$ cat src/logic/bec_cfg.svh
// Purpose: constants for the bulk endpoint direction and buffer select control
// Assumes: 8-bit register port, one 125 MHz clock, synchronous active-low reset
// Notes: offsets, field positions, reset values and widths live here
`ifndef BEC_CFG_SVH
`define BEC_CFG_SVH

`define BEC_ADDR_W 8
`define BEC_DATA_W 8
`define BEC_CNT_W 10
`define BEC_BUF_BYTES 512
`define BEC_STAT_W 3

`define BEC_OFS_CTL 8'hb4
`define BEC_OFS_STATUS 8'hc0
`define BEC_OFS_MASK 8'hc1
`define BEC_OFS_DISK_CTL 8'hc2
`define BEC_OFS_CNT_A_LO 8'hc4
`define BEC_OFS_CNT_A_HI 8'hc5
`define BEC_OFS_CNT_B_LO 8'hc6
`define BEC_OFS_CNT_B_HI 8'hc7

`define BEC_CTL_DIR_BIT 7
`define BEC_CTL_QUAL_BIT 6
`define BEC_CTL_SEL_BIT 5
`define BEC_DISK_AUTO_BIT 3

`define BEC_ST_ERR_BIT 0
`define BEC_ST_DONE_A_BIT 1
`define BEC_ST_DONE_B_BIT 2

`define BEC_CTL_RESET 8'h00
`define BEC_MASK_RESET 3'h0

`endif

$ cat src/logic/bec_pkg.sv
// Purpose: shared types of the bulk endpoint control block
// Assumes: constants come from the cfg header
// Notes: the state struct of the top module is declared here
`include "bec_cfg.svh"

package bec_pkg;

   typedef enum logic [0:0] {
      BEC_FILL_IDLE = 1'b0,
      BEC_FILL_BUSY = 1'b1
   } bec_fill_e;

   typedef logic [`BEC_CNT_W-1:0] bec_count_t;

   typedef struct packed {
      logic flow_dir;
      logic wr_sel;
      logic auto_alt;
      logic [`BEC_STAT_W-1:0] status;
      logic [`BEC_STAT_W-1:0] mask;
      logic [`BEC_DATA_W-1:0] rdata;
      logic irq;
      bec_fill_e fill;
   } bec_top_s;

   typedef struct packed {
      logic err;
   } bec_tok_s;

   typedef struct packed {
      bec_count_t count;
   } bec_cnt_s;

endpackage

$ cat src/logic/bec_byte_counter.sv
// Purpose: byte count of the most recent fill of one 512-byte buffer
// Assumes: inc_in is one pulse per byte stored into this buffer
// Notes: the count saturates at the buffer depth instead of wrapping
`include "bec_cfg.svh"

module bec_byte_counter #(
   parameter int DEPTH = `BEC_BUF_BYTES
) (
   input wire logic clk_in,
   input wire logic reset_n_in,
   input wire logic clear_in,
   input wire logic inc_in,
   output bec_pkg::bec_count_t count_out
);

   if (DEPTH < 1 || DEPTH > (1 << `BEC_CNT_W) - 1) begin : g_bad_depth
      $error("depth does not fit the byte count width");
   end

   localparam bec_pkg::bec_count_t LIMIT = bec_pkg::bec_count_t'(DEPTH);

   bec_pkg::bec_cnt_s state_reg;
   bec_pkg::bec_cnt_s state_next;

   ////////////////////////////////////////////////////////////////////////////
   always_comb begin
      state_next = state_reg;
      if (clear_in) begin
         state_next.count = '0;
      end else if (inc_in && state_reg.count != LIMIT) begin
         state_next.count = state_reg.count + bec_pkg::bec_count_t'(1);
      end
   end

   always_ff @(posedge clk_in) begin
      if (!reset_n_in) begin
         state_reg <= '0;
      end else begin
         state_reg <= state_next;
      end
   end

   assign count_out = state_reg.count;
endmodule

$ cat src/logic/bec_token_check.sv
// Purpose: flags a bulk token whose type is wrong for the flow direction
// Assumes: token_valid_in is one pulse per bulk endpoint token
// Notes: error pulse is registered, so it appears one cycle after the token
module bec_token_check (
   input wire logic clk_in,
   input wire logic reset_n_in,
   input wire logic token_valid_in,
   input wire logic token_is_in_in,
   input wire logic flow_dir_in,
   output logic error_pulse_out
);

   bec_pkg::bec_tok_s state_reg;
   bec_pkg::bec_tok_s state_next;

   ////////////////////////////////////////////////////////////////////////////
   always_comb begin
      state_next = state_reg;
      state_next.err = 1'b0;
      if (token_valid_in) begin
         if (flow_dir_in && !token_is_in_in) begin
            state_next.err = 1'b1;
         end
         if (!flow_dir_in && token_is_in_in) begin
            state_next.err = 1'b1;
         end
      end
   end

   always_ff @(posedge clk_in) begin
      if (!reset_n_in) begin
         state_reg <= '0;
      end else begin
         state_reg <= state_next;
      end
   end

   assign error_pulse_out = state_reg.err;
endmodule

$ cat src/logic/bec_top.sv
// Purpose: bulk endpoint direction, write buffer select and byte count registers
// Assumes: register strobes are one cycle, never together; byte strobes follow
//          the select bit; fill_done_in pulses once at the end of each fill
// Notes: read data stand only in the cycle after the read strobe
`include "bec_cfg.svh"

module bec_top #(
   parameter int BUF_BYTES = `BEC_BUF_BYTES
) (
   input wire logic clk_in,
   input wire logic reset_n_in,
   // register port
   input wire logic [`BEC_ADDR_W-1:0] addr_in,
   input wire logic [`BEC_DATA_W-1:0] wdata_in,
   input wire logic wr_in,
   input wire logic rd_in,
   output logic [`BEC_DATA_W-1:0] rdata_out,
   // serial interface engine side
   input wire logic token_valid_in,
   input wire logic token_is_in_in,
   input wire logic byte_valid_in,
   input wire logic fill_done_in,
   // state seen by the data path
   output logic flow_direction_out,
   output logic write_buffer_select_out,
   output logic fill_busy_out,
   output logic interrupt_out
);

   if (BUF_BYTES < 1 || BUF_BYTES > (1 << `BEC_CNT_W) - 1) begin : g_bad_bytes
      $error("buffer size does not fit the byte count width");
   end

   ////////////////////////////////////////////////////////////////////////////
   // helpers

   function automatic logic hit(input logic [`BEC_ADDR_W-1:0] a,
                                input logic [`BEC_ADDR_W-1:0] ofs);
      hit = (a == ofs);
   endfunction

   function automatic logic [`BEC_DATA_W-1:0] count_byte(input bec_pkg::bec_count_t c,
                                                        input logic high);
      logic [15:0] wide;
      wide = 16'(c);
      count_byte = high ? wide[15:8] : wide[7:0];
   endfunction

   ////////////////////////////////////////////////////////////////////////////
   // state

   bec_pkg::bec_top_s state_reg;
   bec_pkg::bec_top_s state_next;

   bec_pkg::bec_count_t count_a;
   bec_pkg::bec_count_t count_b;
   logic token_err;
   logic ctl_wr;
   logic sel_wr;
   logic auto_flip;
   logic new_sel;
   logic clear_a;
   logic clear_b;
   logic inc_a;
   logic inc_b;
   logic [`BEC_STAT_W-1:0] events;

   ////////////////////////////////////////////////////////////////////////////
   // write decode and buffer selection

   assign ctl_wr = wr_in && hit(addr_in, `BEC_OFS_CTL);

   assign sel_wr = ctl_wr && wdata_in[`BEC_CTL_QUAL_BIT];

   assign auto_flip = state_reg.auto_alt && fill_done_in && !sel_wr;

   // a software select write beats an alternation in the same cycle
   assign new_sel = sel_wr ? wdata_in[`BEC_CTL_SEL_BIT] : !state_reg.wr_sel;

   assign clear_a = (sel_wr || auto_flip) && !new_sel;

   assign clear_b = (sel_wr || auto_flip) && new_sel;

   // bytes land in whichever buffer the select bit names
   assign inc_a = byte_valid_in && !state_reg.wr_sel;
   assign inc_b = byte_valid_in && state_reg.wr_sel;

   ////////////////////////////////////////////////////////////////////////////
   // byte counters and token checking

   bec_byte_counter #(
      .DEPTH(BUF_BYTES)
   ) u_count_a (
      .clk_in(clk_in),
      .reset_n_in(reset_n_in),
      .clear_in(clear_a),
      .inc_in(inc_a),
      .count_out(count_a)
   );

   bec_byte_counter #(
      .DEPTH(BUF_BYTES)
   ) u_count_b (
      .clk_in(clk_in),
      .reset_n_in(reset_n_in),
      .clear_in(clear_b),
      .inc_in(inc_b),
      .count_out(count_b)
   );

   bec_token_check u_token (
      .clk_in(clk_in),
      .reset_n_in(reset_n_in),
      .token_valid_in(token_valid_in),
      .token_is_in_in(token_is_in_in),
      .flow_dir_in(state_reg.flow_dir),
      .error_pulse_out(token_err)
   );

   ////////////////////////////////////////////////////////////////////////////
   // events feeding the sticky status bits

   always_comb begin
      events = '0;
      events[`BEC_ST_ERR_BIT] = token_err;
      events[`BEC_ST_DONE_A_BIT] = fill_done_in && !state_reg.wr_sel;
      events[`BEC_ST_DONE_B_BIT] = fill_done_in && state_reg.wr_sel;
   end

   ////////////////////////////////////////////////////////////////////////////
   // next state

   always_comb begin
      state_next = state_reg;
      state_next.rdata = '0;

      if (ctl_wr) begin
         state_next.flow_dir = wdata_in[`BEC_CTL_DIR_BIT];
      end

      if (sel_wr) begin
         state_next.wr_sel = wdata_in[`BEC_CTL_SEL_BIT];
      end else if (auto_flip) begin
         state_next.wr_sel = !state_reg.wr_sel;
      end

      if (wr_in && hit(addr_in, `BEC_OFS_DISK_CTL)) begin
         state_next.auto_alt = wdata_in[`BEC_DISK_AUTO_BIT];
      end

      if (wr_in && hit(addr_in, `BEC_OFS_MASK)) begin
         state_next.mask = wdata_in[`BEC_STAT_W-1:0];
      end

      // write-one-to-clear; a new event in the same cycle wins
      if (wr_in && hit(addr_in, `BEC_OFS_STATUS)) begin
         state_next.status = state_reg.status & ~wdata_in[`BEC_STAT_W-1:0];
      end
      state_next.status = state_next.status | events;

      // a fill is busy from its first byte to its done pulse
      case (state_reg.fill)
         bec_pkg::BEC_FILL_IDLE: begin
            if (byte_valid_in && !fill_done_in) begin
               state_next.fill = bec_pkg::BEC_FILL_BUSY;
            end
         end
         bec_pkg::BEC_FILL_BUSY: begin
            if (fill_done_in) begin
               state_next.fill = bec_pkg::BEC_FILL_IDLE;
            end
         end
         default: begin
            state_next.fill = bec_pkg::BEC_FILL_IDLE;
         end
      endcase

      if (rd_in) begin
         if (hit(addr_in, `BEC_OFS_CTL)) begin
            state_next.rdata = '0;
            state_next.rdata[`BEC_CTL_DIR_BIT] = state_reg.flow_dir;
            state_next.rdata[`BEC_CTL_SEL_BIT] = state_reg.wr_sel;
         end else if (hit(addr_in, `BEC_OFS_STATUS)) begin
            state_next.rdata[`BEC_STAT_W-1:0] = state_reg.status;
         end else if (hit(addr_in, `BEC_OFS_MASK)) begin
            state_next.rdata[`BEC_STAT_W-1:0] = state_reg.mask;
         end else if (hit(addr_in, `BEC_OFS_DISK_CTL)) begin
            state_next.rdata[`BEC_DISK_AUTO_BIT] = state_reg.auto_alt;
         end else if (hit(addr_in, `BEC_OFS_CNT_A_LO)) begin
            state_next.rdata = count_byte(count_a, 1'b0);
         end else if (hit(addr_in, `BEC_OFS_CNT_A_HI)) begin
            state_next.rdata = count_byte(count_a, 1'b1);
         end else if (hit(addr_in, `BEC_OFS_CNT_B_LO)) begin
            state_next.rdata = count_byte(count_b, 1'b0);
         end else if (hit(addr_in, `BEC_OFS_CNT_B_HI)) begin
            state_next.rdata = count_byte(count_b, 1'b1);
         end else begin
            state_next.rdata = '0;
         end
      end

      // interrupt is registered from the next status, so it tracks status exactly
      state_next.irq = |(state_next.status & state_next.mask);
   end

   ////////////////////////////////////////////////////////////////////////////
   // registers

   always_ff @(posedge clk_in) begin
      if (!reset_n_in) begin
         state_reg <= '0;
         state_reg.flow_dir <= 1'(`BEC_CTL_RESET >> `BEC_CTL_DIR_BIT);
         state_reg.wr_sel <= 1'b0;
         state_reg.mask <= `BEC_MASK_RESET;
         state_reg.fill <= bec_pkg::BEC_FILL_IDLE;
      end else begin
         state_reg <= state_next;
      end
   end

   assign rdata_out = state_reg.rdata;
   assign flow_direction_out = state_reg.flow_dir;
   assign write_buffer_select_out = state_reg.wr_sel;
   assign fill_busy_out = (state_reg.fill == bec_pkg::BEC_FILL_BUSY);
   assign interrupt_out = state_reg.irq;
endmodule

$ cat config.mk
export PLATFORM = sky130hd
export DESIGN_NAME = bec_top
export DESIGN_NICKNAME = d
export VERILOG_FILES = /design/src/logic/bec_pkg.sv /design/src/logic/bec_byte_counter.sv /design/src/logic/bec_token_check.sv /design/src/logic/bec_top.sv
export VERILOG_INCLUDE_DIRS = /design/src /design/src/logic
export SDC_FILE = /design/constraint.sdc
export NUM_CORES = 1
export LEC_CHECK = 0
export BUFFER_PORTS_ARGS = -buffer_cell sky130_fd_sc_hd__buf_2
export CAP_MARGIN = 20
export CORE_ASPECT_RATIO = 1.4
export CORE_MARGIN = 3
export CORE_UTILIZATION = 56
export DETAILED_ROUTE_END_ITERATION = 6
export GPL_TIMING_DRIVEN = 0
export PLACE_DENSITY = 0.9
export SLEW_MARGIN = 30
export SYNTH_ARGS = -nofsm -noshare
export SYNTH_HDL_FRONTEND = slang
export SYNTH_SLANG_ARGS = --single-unit
export TNS_END_PERCENT = 30
$ cat constraint.sdc
create_clock -name clk_in -period 2.2 [get_ports clk_in]
set_clock_uncertainty 0.15 [all_clocks]
set_input_delay 0.44 -clock clk_in [delete_from_list [all_inputs] [get_ports clk_in]]
set_output_delay 0.44 -clock clk_in [all_outputs]
set_load 0.05 [all_outputs]
# Word-level counts from Yosys, hierarchy flattened
# Cells that the tools add are included.
# word_totals
ff_bits	40
latch_bits	0
ramBits	0
romBits	0
input_bits	24
memories	0
# op_classes
n_addsub	2
multipliers	0
div	0
magnitude_cmp	0
n_eq_ne	10
shift	0
muxes	22
bitwise_logic	7
n_reduce_logical	34
# ops
cell	count
8-bit equality test, second input constant	8
8-bit 2-to-1 mux	4
10-bit by 1-bit adder with 10-bit output, second input constant	2
10-bit != test, second input constant	2
1-bit logical AND	18
3-bit 2-to-1 mux	5
5-bit 2-to-1 mux	2
1-bit 2-to-1 mux	8
3-bit AND	2
1-bit logical NOT	6
3-bit OR reduction	2
6-bit OR reduction	1
5-bit OR reduction	1
4-bit 2-to-1 mux	1
2-bit AND reduction	2
2-bit OR reduction	2
1-bit NOT	3
3-bit NOT	1
3-bit bitwise OR	1
2-bit 2-to-1 mux	1
1-bit case mux with 2 select lines	1
2-bit nonzero test	1
1-bit logical OR	1

# Longest topological paths before layout
# depth
depth_word	9
mapped_depth	6

# Modules after synthesis
# Synthesis repeated with hierarchy kept, for this count alone.
# unflattened
cells_unflattened	250
area_unflattened_um2	2187.1
# by_module_without_submodules
mod	instances	cells_per_inst	area_each_um2	seq_area_each_um2
bec_top	1	127	1126.1	380.4
bec_byte_counter	2	60	513.0	200.2
bec_token_check	1	3	35.0	20.0

# Worst setup path before layout
# No wires, ideal clock.
# synth_path
path_kind	input port to flip-flop
startpoint	input port addr_in[1]
endpoint	register u_count_a.state_reg (netlist bit u_count_a.count_out[0])
t_arrival_ns	1.799
setup_slack_ns	0.121
path_stages	6
path_buffers	2
path_cell_list	buf_2 > or2_1 > or4_1 > clkbuf_1 > o211ai_2 > nor2_1
# synth_via
elab_chain_len	8
# synth_lines
item	line_no	source
start: declaration	bec_top.sv:13	input wire logic [`BEC_ADDR_W-1:0] addr_in,
8-bit equality test *	bec_top.sv:39	hit = (a == ofs);
1-bit logical AND *	bec_top.sv:71	assign ctl_wr = wr_in && hit(addr_in, `BEC_OFS_CTL);
1-bit logical AND *	bec_top.sv:73	assign sel_wr = ctl_wr && wdata_in[`BEC_CTL_QUAL_BIT];
1-bit logical NOT	bec_top.sv:75	assign auto_flip = state_reg.auto_alt && fill_done_in && !sel_wr;
1-bit logical AND	bec_top.sv:75	
1-bit logical OR	bec_top.sv:80	assign clear_a = (sel_wr || auto_flip) && !new_sel;
1-bit logical AND *	bec_top.sv:80	
2-bit OR reduction (no line) *	--	
end signal: assignment	bec_byte_counter.sv:39	state_reg <= state_next;
end: declaration	bec_byte_counter.sv:22	bec_pkg::bec_cnt_s state_reg;
# Mark *: on every way between the ends. The rest lies on a longest branch, timed or not.
# A chain may end at the register's enable or synchronous reset.

# Worst setup path in the final report
# layout_path
startpoint	input port addr_in[6]
endpoint	register u_count_a.state_reg (netlist bit u_count_a.count_out[3])
# Same word-level chain as after synthesis.

==> results.json <==
{
  "clkTransAtPathRegs_ns": 0.08,
  "syn2layout_area_growth_pct": 15.0,
  "io_pins": 36,
  "slew_violations": 0,
  "wirelength_um": 5120,
  "p_leak_uw": 0.00103,
  "htree_num_levels": 2,
  "crit_cells": 6,
  "clk_latency_ns": 0.29,
  "cts.sink_count": 40,
  "power_uw": 1460,
  "overflow": 0,
  "use_met2_pct": 43.3,
  "fin_area_sq_mm": 0.00252,
  "grt_start_max_net_pins": 13,
  "track_usage_pct": 24.2,
  "synth_ff_type": "dfxtp_1",
  "critPathLaunch": "addr_in[6]",
  "die_y_um": 80.0,
  "ys_warn_count": 0,
  "worstSetupEndpointType": "flip-flop",
  "crit_path_cell_trace": "buf_2 -> nand4b_2 -> or4_1 -> clkbuf_1 -> o211ai_2 -> nor2_1",
  "dieArea_sq_mm": 0.00470,
  "synthArstFlopShare_pct": 0,
  "tightestPinTransition_ns": 0.654,
  "tns_ns": 0,
  "grtUsageMet3_pct": 5.66,
  "cpLargestDelayFamily": "simple AND/OR/NAND/NOR gates",
  "yosysSeqAreaShare_pct": 36.6,
  "fin_crit_ns": 2.03,
  "syn_area_sq_mm": 0.00219,
  "synth_edf_count": 0,
  "met1_usage_pct": 23.2,
  "worst-setup-path-type": "input pin to flip-flop",
  "fillerInstances": 322,
  "drtPass1Iterations": 4,
  "hold_viol": 0,
  "die_w_um": 58.8,
  "critPathLaunchType": "input pin",
  "worstHoldPathCells": 2,
  "slew_headroom_pct": 56.3,
  "critPathBufInv": 2,
  "vias": 2006,
  "via_per_inst": 5.95,
  "place_area_sq_mm": 0.00240,
  "r2r-start": "u_count_a.count_out[1]$_SDFFE_PP0P_",
  "arrival_ns": 2.05,
  "cts_made_buffers": 5,
  "hp-class": "input pin to flip-flop",
  "outcome": "finished clean",
  "dp_hpwl_um": 3950,
  "clock-root-buffer": "clkbuf_8",
  "syn_inst": 255,
  "r2r_cells": 6,
  "grt_pass1_wl_um": 8790,
  "fin_nets": 322,
  "grt_pass1_vias": 2087,
  "yosysUniqueCellTypes": 52,
  "synth-seq-cells": 40,
  "required_ns": 2.22,
  "post-route-period-util_pct": 92.2,
  "syn_nets": 283,
  "cts_tree": "built",
  "antenna_found_initial": 0,
  "irDropWorstVdd_v": 0.000472,
  "timing.fmax_ghz": 0.493,
  "cts_hold_buf": 0,
  "setup_violations": 0,
  "pwr_density_cell_mw_per_mm2": 578,
  "max_stage_delay_ns": 0.53,
  "worst_r2r_endpoint": "u_count_a.count_out[1]$_SDFFE_PP0P_",
  "drtIter0Drc": 40,
  "synth_area_per_cell_sq_um": 8.58,
  "layout_common_cells": "dfxtp_1 (40), buf_2 (34), nor2_1 (29)",
  "rows": 26,
  "post_drt_wl_per_cell_um": 15.2,
  "clock_path_buffers": 2,
  "worstPathMaxFanout": 10,
  "port_buffers": 32,
  "fp.coreArea_sq_mm": 0.00371,
  "rsz0062_at_grt": "no",
  "start_util_pct": 59.0,
  "n_antenna_cell": 0,
  "crit_end": "u_count_a.count_out[3]$_SDFFE_PP0P_",
  "top_usage_layer": "met2",
  "max-cap-violations": 0,
  "drive_gt1_share_pct": 18.6,
  "reg2reg_slack_ns": 0.33,
  "ant_nets": 0,
  "gp_congestion": 0.851,
  "post-route-drc-count": 0,
  "cp_slowest_cell": "or4_1",
  "layout_commonest_cell": "dfxtp_1"
}
## report_power, final
group / leakage [uW] / internal [uW] / switching [uW] / total (uW)
Sequential: 0.000323 / 732 / 8.46 / 740
Clock: 0.0000552 / 337 / 253 / 589
Combinational: 0.000652 / 48.8 / 77.0 / 126
## per-stage QoR
step / utilization [%] / hold slack [ns] / setup slack [ns] / instances
2_1_floorplan: - / 0.296 / 0.121 / 255
3_3_place_gp: 64.7 / 0.306 / -0.107 / 329
3_5_place_dp: 64.7 / 0.325 / -0.161 / 329
4_1_cts: 67.6 / 0.227 / 0.144 / 337
5_1_grt: 67.9 / 0.233 / 0.0304 / 337
6_report: 67.9 / 0.235 / 0.172 / 337
## cells in the mapped netlist, types with 4 or more instances
library cell  instances  area (sq um)
buf_4                 8          60.1
nor4b_1               4          35.0
nor2b_1               9          56.3
ha_1                  4          50.1
dfxtp_1              40           801
inv_1                17          63.8
nand2_1              14          52.6
nand4_1               4          25.0
o21ai_0               7          35.0
a21oi_1               9          45.0
nor3_1                4          20.0
xnor2_1               8          70.1
clkbuf_1              7          26.3
nor2_1               29           109
nand3_1              10          50.1
xor2_1                7          61.3
mux2i_1              10           100
and4_1                5          43.8
## cell families after synthesis
family	after synthesis	synth area share (%)
multiplexers	12	5.60
AO/OA/AOI/OAI	48	16.1
buffers and inverters	34	7.32
flip-flops	40	36.6
AND/OR/NAND/NOR	102	26.1
XOR/XNOR	15	6.00
adder cells (fa/ha/maj)	4	2.29
## worst min-delay path by stage
| stage | startpoint | to | slack, ns |
|---|---|---|---|
| 3_5_place_dp | fill_busy_out$_SDFF_PN0_ | fill_busy_out$_SDFF_PN0_ | 0.33 |
| 3_3_place_gp | u_token.error_pulse_out$_SDFF_PN0_ | state_reg[13]$_SDFF_PN0_ | 0.31 |
| 2_1_floorplan | u_token.error_pulse_out$_SDFF_PN0_ | state_reg[13]$_SDFF_PN0_ | 0.30 |
| 6_report | fill_done_in | fill_busy_out$_SDFF_PN0_ | 0.23 |
| 4_1_cts | fill_done_in | fill_busy_out$_SDFF_PN0_ | 0.23 |
| 5_1_grt | fill_done_in | fill_busy_out$_SDFF_PN0_ | 0.23 |
## repair_timing
| item | in CTS | in global routing |
|---|---|---|
| buffers inserted | 0 | 0 |
| gates resized for setup | 0 | 1 |
| endpoints found under the setup margin | 0 | 1 |
## cell type report
class                      instances  area (sq um)  area share [%]
multi-input combinational        181          1240            49.1
inverter                          17          63.8            2.53
tap                               42          52.6            2.09
clock buffer                       6          72.6            2.88
sequential                        40           801            31.8
buffer                            17          96.3            3.83
timing repair buffer              32           160            6.36
clock inverter                     2          35.0            1.39
## layer usage
metal	up-vias	share of wire [%]
met1	943	38
met3	25	3.4
met2	58	53
li1	980	-
met4	0	5.2
met5	-	0
## worst reg2reg max path: cells and delay by family, from the launching register on
kind	cells	cell delay (ns)
AOI/OAI and AO/OA	1	0.45
DFF	1	0.44
muxes	1	0.23
adders and majority gates	1	0.19
and+or+nand+nor	2	0.19
buffers and inverters	1	0.09
Note: power is estimated with default switching activity, not from simulation.
